[src/rtl/adcss_pkg.sv]
// Purpose: constants for the summation/shift accumulator beside the ADC
// Assumes: byte-wide special function register access on one clock
// Notes: offsets are register addresses on the 8-bit register bus
package adcss_pkg;
  // register addresses
  localparam logic [7:0] ADDR_DECIM_LOW = 8'hDE;
  localparam logic [7:0] ADDR_DECIM_HIGH = 8'hDF;
  localparam logic [7:0] ADDR_CONTROL = 8'hE1;
  localparam logic [7:0] ADDR_TOTAL0 = 8'hE2;
  localparam logic [7:0] ADDR_TOTAL1 = 8'hE3;
  localparam logic [7:0] ADDR_TOTAL2 = 8'hE4;
  localparam logic [7:0] ADDR_TOTAL3 = 8'hE5;
  // reset values
  localparam logic [7:0] RST_DECIM_LOW = 8'h1B;
  localparam logic [2:0] RST_DECIM_HIGH = 3'h6;
  localparam logic [7:0] RST_CONTROL = 8'h00;
  localparam logic [7:0] RST_TOTAL_BYTE = 8'h00;
  // field layout
  localparam int DECIM_HIGH_W = 3;
  localparam int MODE_MSB = 7;
  localparam int MODE_LSB = 6;
  localparam int COUNT_MSB = 5;
  localparam int COUNT_LSB = 3;
  localparam int SHIFT_MSB = 2;
  localparam int SHIFT_LSB = 0;
  // mode codes
  localparam logic [1:0] MODE_CPU_ADD = 2'h0;
  localparam logic [1:0] MODE_ADC_SUM = 2'h1;
  localparam logic [1:0] MODE_CPU_SHIFT = 2'h2;
  localparam logic [1:0] MODE_ADC_SUM_SHIFT = 2'h3;
  // polarity
  localparam logic POL_BIPOLAR = 1'b0;
  // timing
  localparam int SHIFT_CYCLES = 4;
  localparam int MOD_OVERSAMPLE = 64;
  localparam int MOD_OVERSAMPLE_LOG2 = $clog2(MOD_OVERSAMPLE);
endpackage

[src/rtl/adcss_rate_gen.sv]
// Purpose: conversion-rate tick from modulator divider and decimation ratio
// Assumes: settings are static while conversions run
// Notes: a ratio of zero is served as one
`timescale 1ns/100ps
module adcss_rate_gen #(
  parameter int DIV_W = 5,
  parameter int RATIO_W = 11
) (
  // clock and reset
  input wire logic clk_sys,
  input wire logic reset,
  // settings
  input wire logic [DIV_W-1:0] modClkDivider,
  input wire logic [RATIO_W-1:0] decimRatio,
  // tick
  output logic conversionTick
);
  import adcss_pkg::*;
  localparam int CNT_W = DIV_W + 1 + RATIO_W + MOD_OVERSAMPLE_LOG2;

  initial begin
    if (DIV_W < 1 || RATIO_W < 1 || CNT_W > 31) begin
      $error("adcss_rate_gen: unsupported width");
    end
  end

  typedef struct packed {
    logic [CNT_W-1:0] cnt;
    logic tick;
  } adcss_rate_state_t;

  adcss_rate_state_t s;
  adcss_rate_state_t next_s;
  logic [RATIO_W-1:0] ratioEff;
  logic [CNT_W-1:0] limit;

  always_comb begin
    next_s = s;
    ratioEff = (decimRatio == '0) ? RATIO_W'(1) : decimRatio;
    // (divider + 1) * 64 * ratio system clocks per result
    limit = (CNT_W'({1'b0, modClkDivider}) + CNT_W'(1)) * CNT_W'(ratioEff)
      << MOD_OVERSAMPLE_LOG2;
    next_s.tick = 1'b0;
    if (s.cnt >= limit - CNT_W'(1)) begin
      next_s.cnt = '0;
      next_s.tick = 1'b1;
    end else begin
      next_s.cnt = s.cnt + CNT_W'(1);
    end
  end

  always_ff @(posedge clk_sys) begin
    if (reset) begin
      s <= '0;
    end else begin
      s <= next_s;
    end
  end

  assign conversionTick = s.tick;
endmodule // adcss_rate_gen

[src/rtl/adcss_summation_shifter.sv]
// Purpose: 32-bit summation and shift accumulator with decimation setting
// Assumes: register strobes and ADC result come from logic on clk_sys
// Notes: read data is registered, valid the cycle after the read strobe
`timescale 1ns/100ps
module adcss_summation_shifter #(
  parameter int TOTAL_W = 32,
  parameter int RESULT_W = 24,
  parameter int DIV_W = 5
) (
  // clock and reset
  input wire logic clk_sys,
  input wire logic reset,
  // register bus
  input wire logic [7:0] sfrAddr,
  input wire logic sfrWrite,
  input wire logic sfrRead,
  input wire logic [7:0] sfrWdata,
  output logic [7:0] sfrRdata,
  // converter side
  input wire logic [RESULT_W-1:0] adcResult,
  input wire logic adcResultValid,
  input wire logic adcPowerDown,
  input wire logic resultSignMode,
  input wire logic [DIV_W-1:0] modClkDivider,
  // decimation and rate
  output logic [10:0] decimRatio,
  output logic conversionTick,
  // status and interrupt
  input wire logic sumIrqEnable,
  output logic shiftBusy,
  output logic sumDoneFlag,
  output logic sumDoneIrq
);
  import adcss_pkg::*;

  initial begin
    if (TOTAL_W != 32) begin
      $error("adcss_summation_shifter: total must be four bytes");
    end
    if (RESULT_W < 1 || RESULT_W >= TOTAL_W) begin
      $error("adcss_summation_shifter: unsupported result width");
    end
    if (SHIFT_CYCLES < 1 || SHIFT_CYCLES > 4) begin
      $error("adcss_summation_shifter: shift cycles exceed counter");
    end
    if (DIV_W < 1 || DIV_W > 8) begin
      $error("adcss_summation_shifter: unsupported divider width");
    end
  end

  // shift phase ignores new samples until the total is shifted
  typedef enum logic [0:0] {
    ST_IDLE,
    ST_SHIFT
  } adcss_phase_t;

  // all state of the block except the rateGen counter in one registered struct
  typedef struct packed {
    logic [7:0] decimLow;
    logic [DECIM_HIGH_W-1:0] decimHigh;
    logic [7:0] control;
    logic [TOTAL_W-1:0] total;
    logic [TOTAL_W-9:0] pending;
    logic [8:0] count;
    logic doneFlag;
    logic [1:0] shiftCycle;
    logic shiftSetsFlag;
    adcss_phase_t phase;
    logic [7:0] rdata;
  } adcss_state_t;

  adcss_state_t s;
  adcss_state_t next_s;

  // decoded control fields and datapath helpers
  logic [1:0] accumulateMode;
  logic [2:0] accumulateCountSelect;
  logic [2:0] shiftAmountSelect;
  logic [3:0] shiftBits;
  logic [8:0] countTarget;
  logic bipolar;
  logic signBit;
  logic [TOTAL_W-1:0] resultExtended;
  logic [TOTAL_W-1:0] shiftedTotal;
  logic [7:0] readValue;
  logic adcMode;
  logic sampleTaken;
  logic countDone;

  // control fields
  always_comb begin
    accumulateMode = s.control[MODE_MSB:MODE_LSB];
    accumulateCountSelect = s.control[COUNT_MSB:COUNT_LSB];
    shiftAmountSelect = s.control[SHIFT_MSB:SHIFT_LSB];
    shiftBits = {1'b0, shiftAmountSelect} + 4'h1;
    countTarget = 9'h001 << ({1'b0, accumulateCountSelect} + 4'h1);
    bipolar = (resultSignMode == POL_BIPOLAR);
    adcMode = (accumulateMode == MODE_ADC_SUM) ||
      (accumulateMode == MODE_ADC_SUM_SHIFT);
  end

  // result extension and shifter
  always_comb begin
    signBit = bipolar & adcResult[RESULT_W-1];
    resultExtended = {{(TOTAL_W-RESULT_W){signBit}}, adcResult};
    if (bipolar) begin
      shiftedTotal = TOTAL_W'($signed(s.total) >>> shiftBits);
    end else begin
      shiftedTotal = s.total >> shiftBits;
    end
  end

  // register read mux, unmapped addresses read zero
  always_comb begin
    case (sfrAddr)
      ADDR_DECIM_LOW: begin
        readValue = s.decimLow;
      end
      ADDR_DECIM_HIGH: begin
        readValue = {{(8-DECIM_HIGH_W){1'b0}}, s.decimHigh};
      end
      ADDR_CONTROL: begin
        readValue = s.control;
      end
      ADDR_TOTAL0: begin
        readValue = s.total[7:0];
      end
      ADDR_TOTAL1: begin
        readValue = s.total[15:8];
      end
      ADDR_TOTAL2: begin
        readValue = s.total[23:16];
      end
      ADDR_TOTAL3: begin
        readValue = s.total[31:24];
      end
      default: begin
        readValue = 8'h00;
      end
    endcase
  end

  always_comb begin
    next_s = s;
    sampleTaken = 1'b0;
    countDone = 1'b0;

    // reads: registered data and flag clear
    // the clear comes before every set below, so a same-cycle set wins
    if (sfrRead) begin
      next_s.rdata = readValue;
      if (sfrAddr == ADDR_TOTAL0) begin
        next_s.doneFlag = 1'b0;
      end
    end

    // writes
    if (sfrWrite) begin
      case (sfrAddr)
        ADDR_DECIM_LOW: begin
          next_s.decimLow = sfrWdata;
        end
        ADDR_DECIM_HIGH: begin
          next_s.decimHigh = sfrWdata[DECIM_HIGH_W-1:0];
        end
        ADDR_CONTROL: begin
          next_s.control = sfrWdata;
          // mode 10 starts a shift, other non-zero writes restart the count
          if (sfrWdata == 8'h00) begin
            next_s.total = '0;
            next_s.pending = '0;
            next_s.count = '0;
            next_s.phase = ST_IDLE;
          end else if (sfrWdata[MODE_MSB:MODE_LSB] == MODE_CPU_SHIFT) begin
            next_s.phase = ST_SHIFT;
            next_s.shiftCycle = 2'h0;
            next_s.shiftSetsFlag = 1'b0;
          end else begin
            next_s.count = '0;
          end
        end
        ADDR_TOTAL0: begin
          if (accumulateMode == MODE_CPU_ADD) begin
            // upper bytes staged earlier, added with the least byte
            next_s.total = s.total + {s.pending, sfrWdata};
          end else begin
            next_s.total[7:0] = sfrWdata;
          end
        end
        ADDR_TOTAL1: begin
          if (accumulateMode == MODE_CPU_ADD) begin
            next_s.pending[7:0] = sfrWdata;
          end else begin
            next_s.total[15:8] = sfrWdata;
          end
        end
        ADDR_TOTAL2: begin
          if (accumulateMode == MODE_CPU_ADD) begin
            next_s.pending[15:8] = sfrWdata;
          end else begin
            next_s.total[23:16] = sfrWdata;
          end
        end
        ADDR_TOTAL3: begin
          if (accumulateMode == MODE_CPU_ADD) begin
            next_s.pending[23:16] = sfrWdata;
          end else begin
            next_s.total[31:24] = sfrWdata;
          end
        end
        default: begin
        end
      endcase
    end

    // ADC accumulation, one add per valid result, merged with CPU writes
    case (s.phase)
      ST_IDLE: begin
        sampleTaken = adcMode && adcResultValid;
        if (sampleTaken) begin
          next_s.total = next_s.total + resultExtended;
          if (s.count + 9'h001 == countTarget) begin
            countDone = 1'b1;
            next_s.count = '0;
          end else begin
            next_s.count = s.count + 9'h001;
          end
        end
        if (countDone) begin
          if (accumulateMode == MODE_ADC_SUM_SHIFT) begin
            next_s.phase = ST_SHIFT;
            next_s.shiftCycle = 2'h0;
            next_s.shiftSetsFlag = 1'b1;
          end else begin
            next_s.doneFlag = 1'b1;
          end
        end
      end
      ST_SHIFT: begin
        // samples arriving during the four shift cycles are not added
        // a byte written in the last shift cycle is lost; earlier writes are shifted with the total
        if (s.shiftCycle == 2'(SHIFT_CYCLES - 1)) begin
          next_s.total = shiftedTotal;
          next_s.phase = ST_IDLE;
          if (s.shiftSetsFlag) begin
            next_s.doneFlag = 1'b1;
          end
        end else begin
          next_s.shiftCycle = s.shiftCycle + 2'h1;
        end
      end
      default: begin
        next_s.phase = ST_IDLE;
      end
    endcase

    // accumulator held in its cleared state while the ADC is off
    if (adcPowerDown) begin
      next_s.total = '0;
      next_s.pending = '0;
      next_s.count = '0;
      next_s.doneFlag = 1'b0;
      next_s.phase = ST_IDLE;
    end
  end

  always_ff @(posedge clk_sys) begin
    if (reset) begin
      s.decimLow <= RST_DECIM_LOW;
      s.decimHigh <= RST_DECIM_HIGH;
      s.control <= RST_CONTROL;
      s.total <= {4{RST_TOTAL_BYTE}};
      s.pending <= '0;
      s.count <= '0;
      s.doneFlag <= 1'b0;
      s.shiftCycle <= 2'h0;
      s.shiftSetsFlag <= 1'b0;
      s.phase <= ST_IDLE;
      s.rdata <= 8'h00;
    end else begin
      s <= next_s;
    end
  end

  // ratio assembled from both registers
  assign decimRatio = {s.decimHigh, s.decimLow};

  adcss_rate_gen #(
    .DIV_W(DIV_W),
    .RATIO_W(11)
  ) rateGen (
    .clk_sys(clk_sys),
    .reset(reset),
    .modClkDivider(modClkDivider),
    .decimRatio(decimRatio),
    .conversionTick(conversionTick)
  );

  assign sfrRdata = s.rdata;
  assign shiftBusy = (s.phase == ST_SHIFT);
  assign sumDoneFlag = s.doneFlag;
  assign sumDoneIrq = s.doneFlag & sumIrqEnable;
endmodule // adcss_summation_shifter

[config.mk]
export PLATFORM = sky130hd
export DESIGN_NAME = adcss_summation_shifter
export DESIGN_NICKNAME = d
export VERILOG_FILES = /design/src/rtl/adcss_pkg.sv /design/src/rtl/adcss_rate_gen.sv /design/src/rtl/adcss_summation_shifter.sv
export SDC_FILE = /design/constraint.sdc
export NUM_CORES = 1
export LEC_CHECK = 0
export ABC_AREA = 0
export BUFFER_PORTS_ARGS = -buffer_cell sky130_fd_sc_hd__buf_4
export CAP_MARGIN = 20
export CORE_MARGIN = 2
export CORE_UTILIZATION = 27
export CTS_CLUSTER_SIZE = 14
export DETAILED_ROUTE_END_ITERATION = 7
export PLACE_DENSITY = 0.48
export SYNTH_ARGS = -nofsm -noshare
export SYNTH_HDL_FRONTEND = slang
export SYNTH_SLANG_ARGS = --single-unit
[constraint.sdc]
create_clock -name clk_sys -period 12 [get_ports clk_sys]
set_clock_uncertainty 0.05 [all_clocks]
set_input_delay 3.6 -clock clk_sys [delete_from_list [all_inputs] [get_ports clk_sys]]
set_output_delay 3.6 -clock clk_sys [all_outputs]
set_load 0.1 [all_outputs]
Word level (Yosys, flattened, before mapping)
Cells that the tools add are included.
- flip-flop bits (word level): 121
- bits of input ports: 53
- word-level logic and storage cells: 113
- add/sub/neg operators: 9
- multipliers: 1
- magnitude comparators: 1
- equality and inequality tests: 16
- shift-type cells: 3
- mux-type cells: 48
- bitwise logic cells: 4
- reductions and logical operators: 16
- operators by type and width (kind ; count):
    32-bit 2-to-1 mux ; 3
    8-bit case mux with 3 select lines ; 3
    65-bit 2-to-1 mux ; 1
    32-bit adder ; 2
    32-bit case mux with 2 select lines ; 1
    8-bit case mux with 2 select lines ; 4
    8-bit == test, second input constant ; 7
    56-bit 2-to-1 mux ; 1
    8-bit case mux with 7 select lines ; 1
    9-bit 2-to-1 mux ; 6
    8-bit 2-to-1 mux ; 5
    32-bit by 4-bit right shift with 32-bit output ; 1
    32-bit by 4-bit >>> shifter with 32-bit output ; 1
    24-bit 2-to-1 mux ; 1
    23-bit by 1-bit adder with 23-bit output, second input constant ; 1
    23-bit greater-or-equal comparator ; 1
    23-bit by 11-bit multiplier with 17-bit output ; 1
    23-bit by 1-bit subtractor with 23-bit output, second input constant ; 1
    4-bit 2-to-1 mux ; 4
    1-bit 2-to-1 mux ; 12
    4-bit AND reduction ; 3
    11-bit logical NOT ; 1
    11-bit 2-to-1 mux ; 1
    9-bit by 1-bit adder with 9-bit output, second input constant ; 1
    22 further kinds ; 35

Logic depth before layout (Yosys ltp)
- depth after elaboration: 8
- depth in mapped cells: 30
- gate-level depth less buffers: 27

By module
From an unflattened synthesis, not the netlist that was laid out.
- cell total of the unflattened synthesis: 2078
- area total of the unflattened synthesis: 15229.6 um2
- modules (own cells, without submodules) (module ; instances ; cells each ; area an instance (um2) ; seq. area each (um2)):
    adcss_summation_shifter ; 1 ; 1627 ; 11419.7 ; 1941.9
    adcss_rate_gen ; 1 ; 451 ; 3809.9 ; 480.5

Worst setup path before layout
Ideal clock, no wire load.
- path type: input-to-reg
- from: in modClkDivider[0]
- to: reg rateGen.s[18] (netlist bit)
- data arrival time: 10069 ps
- data required time: 11885 ps
- path slack: 1816 ps
- cell stages on the path: 28
- path through: ha_1 nand3_1 xor2_1 clkbuf_1 nand2b_1 fa_1 fa_1 inv_1 fa_1 ha_1 a21o_1 a21oi_2 o21bai_1 a2111oi_2 nor2_1 a311o_1 xor2_1 or4_4 nor3_2 xnor3_1 ha_1 a211oi_1 o2111a_1 a221oi_1 or2_2 clkbuf_1 clkbuf_1 nor2_1
- longest elaborated chain between the ends: 5
- ends and longest elaborated chain (item ; RTL line ; text):
    start, declared ; adcss_summation_shifter.sv:24 ; input wire logic [DIV_W-1:0] modClkDivider,
    5-bit by 1-bit adder with 6-bit output ; adcss_rate_gen.sv:41 ; limit = (CNT_W'({1'b0, modClkDivider}) + CNT_W'(1)) * CNT_W'(ratioEff)
    23-bit by 11-bit multiplier with 17-bit output ; adcss_rate_gen.sv:41 ;
    23-bit by 1-bit subtractor with 23-bit output ; adcss_rate_gen.sv:44 ; if (s.cnt >= limit - CNT_W'(1)) begin
    23-bit greater-or-equal comparator ; adcss_rate_gen.sv:44 ;
    2-bit OR reduction (no source line) ; - ;
    end signal, assigned ; adcss_rate_gen.sv:56 ; s <= next_s;
    end, declared ; adcss_rate_gen.sv:32 ; adcss_rate_state_t s;
Every way passes these cells.
A chain may end at the register's enable or synchronous reset.

Final worst setup path
- from: in modClkDivider[0]
- to: reg rateGen.s[22] (netlist bit)
The elaborated chain is that of the path after synthesis.

==> impl_metrics.csv <==
group,metric,value,unit
status,status,"finished with violations",
status,violations,"DRC",
place,place_hpwl,42100,um
clock_network,cts_resized,0,
drt,drt-vias-per-instance,5.64,
worst_setup_path,critPathMaxFanout,23,
place,dpl_cell_area,0.0158,mm2
synthesis,netlist_instances,1996,
global_routing,grt_overflow,0,
synthesis,avgSynthCellArea,7.41,um2
floorplan,die_h,238,um
clock_network,cts_tree,"done",
worst_setup_path,crit_type,"in2reg",
finish,fin_nets,2181,
sta,fmax,0.0951,GHz
floorplan,fp-row-count,85,
worst_setup_path,cpPeakStageDelay,690,ps
finish,mostFrequentLayoutCells,"nand2_1, a21oi_1, nor2_1, dfxtp_1, ha_1",
worst_setup_path,arrival,10850,ps
global_routing,antenna_found_initial,1,
global_routing,grt_pass1_vias,14600,
power,power,1.29,mW
sta,worst_hold_slack,410,ps
sta,relSlewSlack,0.254,
synthesis,synth_area,0.0148,mm2
floorplan,ios,76,
sta,period_minus_slack,10520,ps
finish,design_area,0.0165,mm2
drt,drt-total-wl,55900,um
sta,post-route-period-util,0.877,
synthesis,ys_seq_area_frac,0.164,
clock_network,clock_latency,460,ps
drt,ant_nets,0,
clock_network,clk_pin_slew_worst_paths,60,ps
power,power_density,78.4,mW/mm2
global_routing,grt_pass1_wl,86100,um
sta,hold_viol_final,0,
job,drv_cap,0,
global_routing,track_usage,0.196,
sta,setup_violations,0,
floorplan,die-area,0.0567,mm2
drt,drtIter0Drc,1424,
sta,slew_viol_final,0,
synthesis,synthFlopType,"dfxtp_1",
finish,final_common_cell,"nand2_1",
finish,antenna_cells,0,
synthesis,ys_ff_latch,121,
worst_setup_path,worstPathRequired,12330,ps
min_path,hp-class,"reg2reg",
place,gp_congestion,0.922,
finish,drive_above_1_share,0.0930,
synthesis,ys_async_sr_fraction,0,
finish,post-route-util,0.305,
synthesis,ys_warn_count,0,
place,portBuffers,75,
global_routing,grt_max_degree,66,
finish,area_growth,11.3,%
floorplan,initial_core_util,0.274,
sta,rsz0062_at_grt,"false",
power,p_leak,6.50,nW
drt,vias,15200,
clock_network,cts_buffer_depth,2,
clock_network,cts-root-buf,"clkbuf_16",
floorplan,core-area,0.0540,mm2
floorplan,fp.dieW,238,um
drt,dr.pass1.iters,8,
worst_setup_path,endpoint_kind,"flip-flop",
synthesis,syn_nets,2200,
finish,num-fill-cells,5892,
clock_network,cts_htree_levels,4,
finish,multi_input_area,0.0116,mm2
sta,tightest_slew,1110,ps
synthesis,synth_edf_count,0,
worst_setup_path,crit_buf_inv,2,
synthesis,ys_types,77,
clock_network,cts.sinks,121,
clock_network,cts_setup_buffers,0,
drt,drcViolationCount,3,
clock_network,cts_buffers,17,
worst_setup_path,path_delay_family,"adder cells",
drt,wl_per_cell,20.8,um
worst_setup_path,startpoint_type,"input port",
power,vdd_ir_drop_max,0.110,mV
finish,seqCellArea,0.00242,mm2
clock_network,ctsHoldBuffers,0,
worst_setup_path,slowest_stage,"xor2_1",
sta,final.setup.tns,0,ps
-- synth_stat cells, drive strengths merged, types with 47 or more instances --
cell / number / area (um2)
a211oi: 47 / 353
nor2: 181 / 682
mux2i: 82 / 821
nand3: 71 / 355
inv: 69 / 259
nand2: 217 / 815
a21oi: 194 / 975
xnor2: 53 / 464
clkbuf: 102 / 384
ha: 112 / 1400
nor2b: 53 / 332
dfxtp: 121 / 2420
o21ai: 114 / 571
-- stage by stage --
stage / worst slack [ps] / cells
final: 1480 / 2686
after global routing: 1050 / 2686
after CTS: 1470 / 2686
after detailed placement: 1020 / 2654
after global placement: 1200 / 2653
after floorplan: 1820 / 1996
-- routing by layer --
layer	vias up	part of all wire	track usage
met5	-	0.00023	0
met4	2	0.036	0.0735
met3	104	0.063	0.0338
met2	568	0.46	0.327
met1	7279	0.44	0.252
li1	7208	-	-
-- final cells by class --
type | instances | share of cell area
Multi-Input combinational cell | 1670 | 0.702
Sequential cell | 121 | 0.147
Tap cell | 696 | 0.0529
Timing Repair Buffer | 98 | 0.0445
Clock buffer | 18 | 0.0261
Inverter | 69 | 0.0157
Clock inverter | 14 | 0.0119
-- final timing paths --
kind,startpoint,end,slack [ps],cells past startpoint
setup reg to reg,decimRatio[5],rateGen.s[22],4520,24
setup / recovery,modClkDivider[0],rateGen.s[22],1480,26
hold reg to reg,rateGen.s[1],rateGen.s[1],410,1
hold / removal,rateGen.s[1],rateGen.s[1],410,1
-- cells by family (layout without fill, tap and decap cells) --
kind of cell	count (synthesis)	in the layout	synth area share
buffers and inverters	205	199	0.0574
XOR/XNOR	96	96	0.0578
AND/OR/NAND/NOR	716	716	0.231
multiplexers	108	108	0.0814
flip-flops	121	121	0.164
adder cells (fa/ha/maj)	151	151	0.148
AO/OA/AOI/OAI	599	599	0.261
-- power breakdown --
group / internal [mW] / switching, mW
sequential: 0.403 / 0.00111
combinational: 0.130 / 0.180
clock: 0.349 / 0.228
total: 0.881 / 0.410
-- state kept, by name (all words and copies together), names as in the netlist --
name and count:
sfrRdata 8, s 71, rateGen.s 23, sumDoneFlag 1
decimRatio 11, rateGen.conversionTick 1, accumulateCountSelect 3, accumulateMode 2
shiftBusy 1
-- worst register-to-register path, stage by stage, from the launching register on --
cell and delay (ps):
dfxtp_1 580, nor4_1 120, a31oi_1 620, nand2b_1 220, fa_1 420, fa_1 540
inv_1 60, fa_1 480, ha_1 350, a21o_1 180, a21oi_2 170, o21bai_1 110
a2111oi_2 370, nor2_1 120, a311o_1 390, xor2_1 180, or4_4 530, nor3_2 190
xnor3_1 260, ha_1 200, a211oi_1 290, o2111a_1 240, a221oi_1 80, or2_2 490
nor2_1 180
No activity file was read; power rests on OpenSTA's default activity.
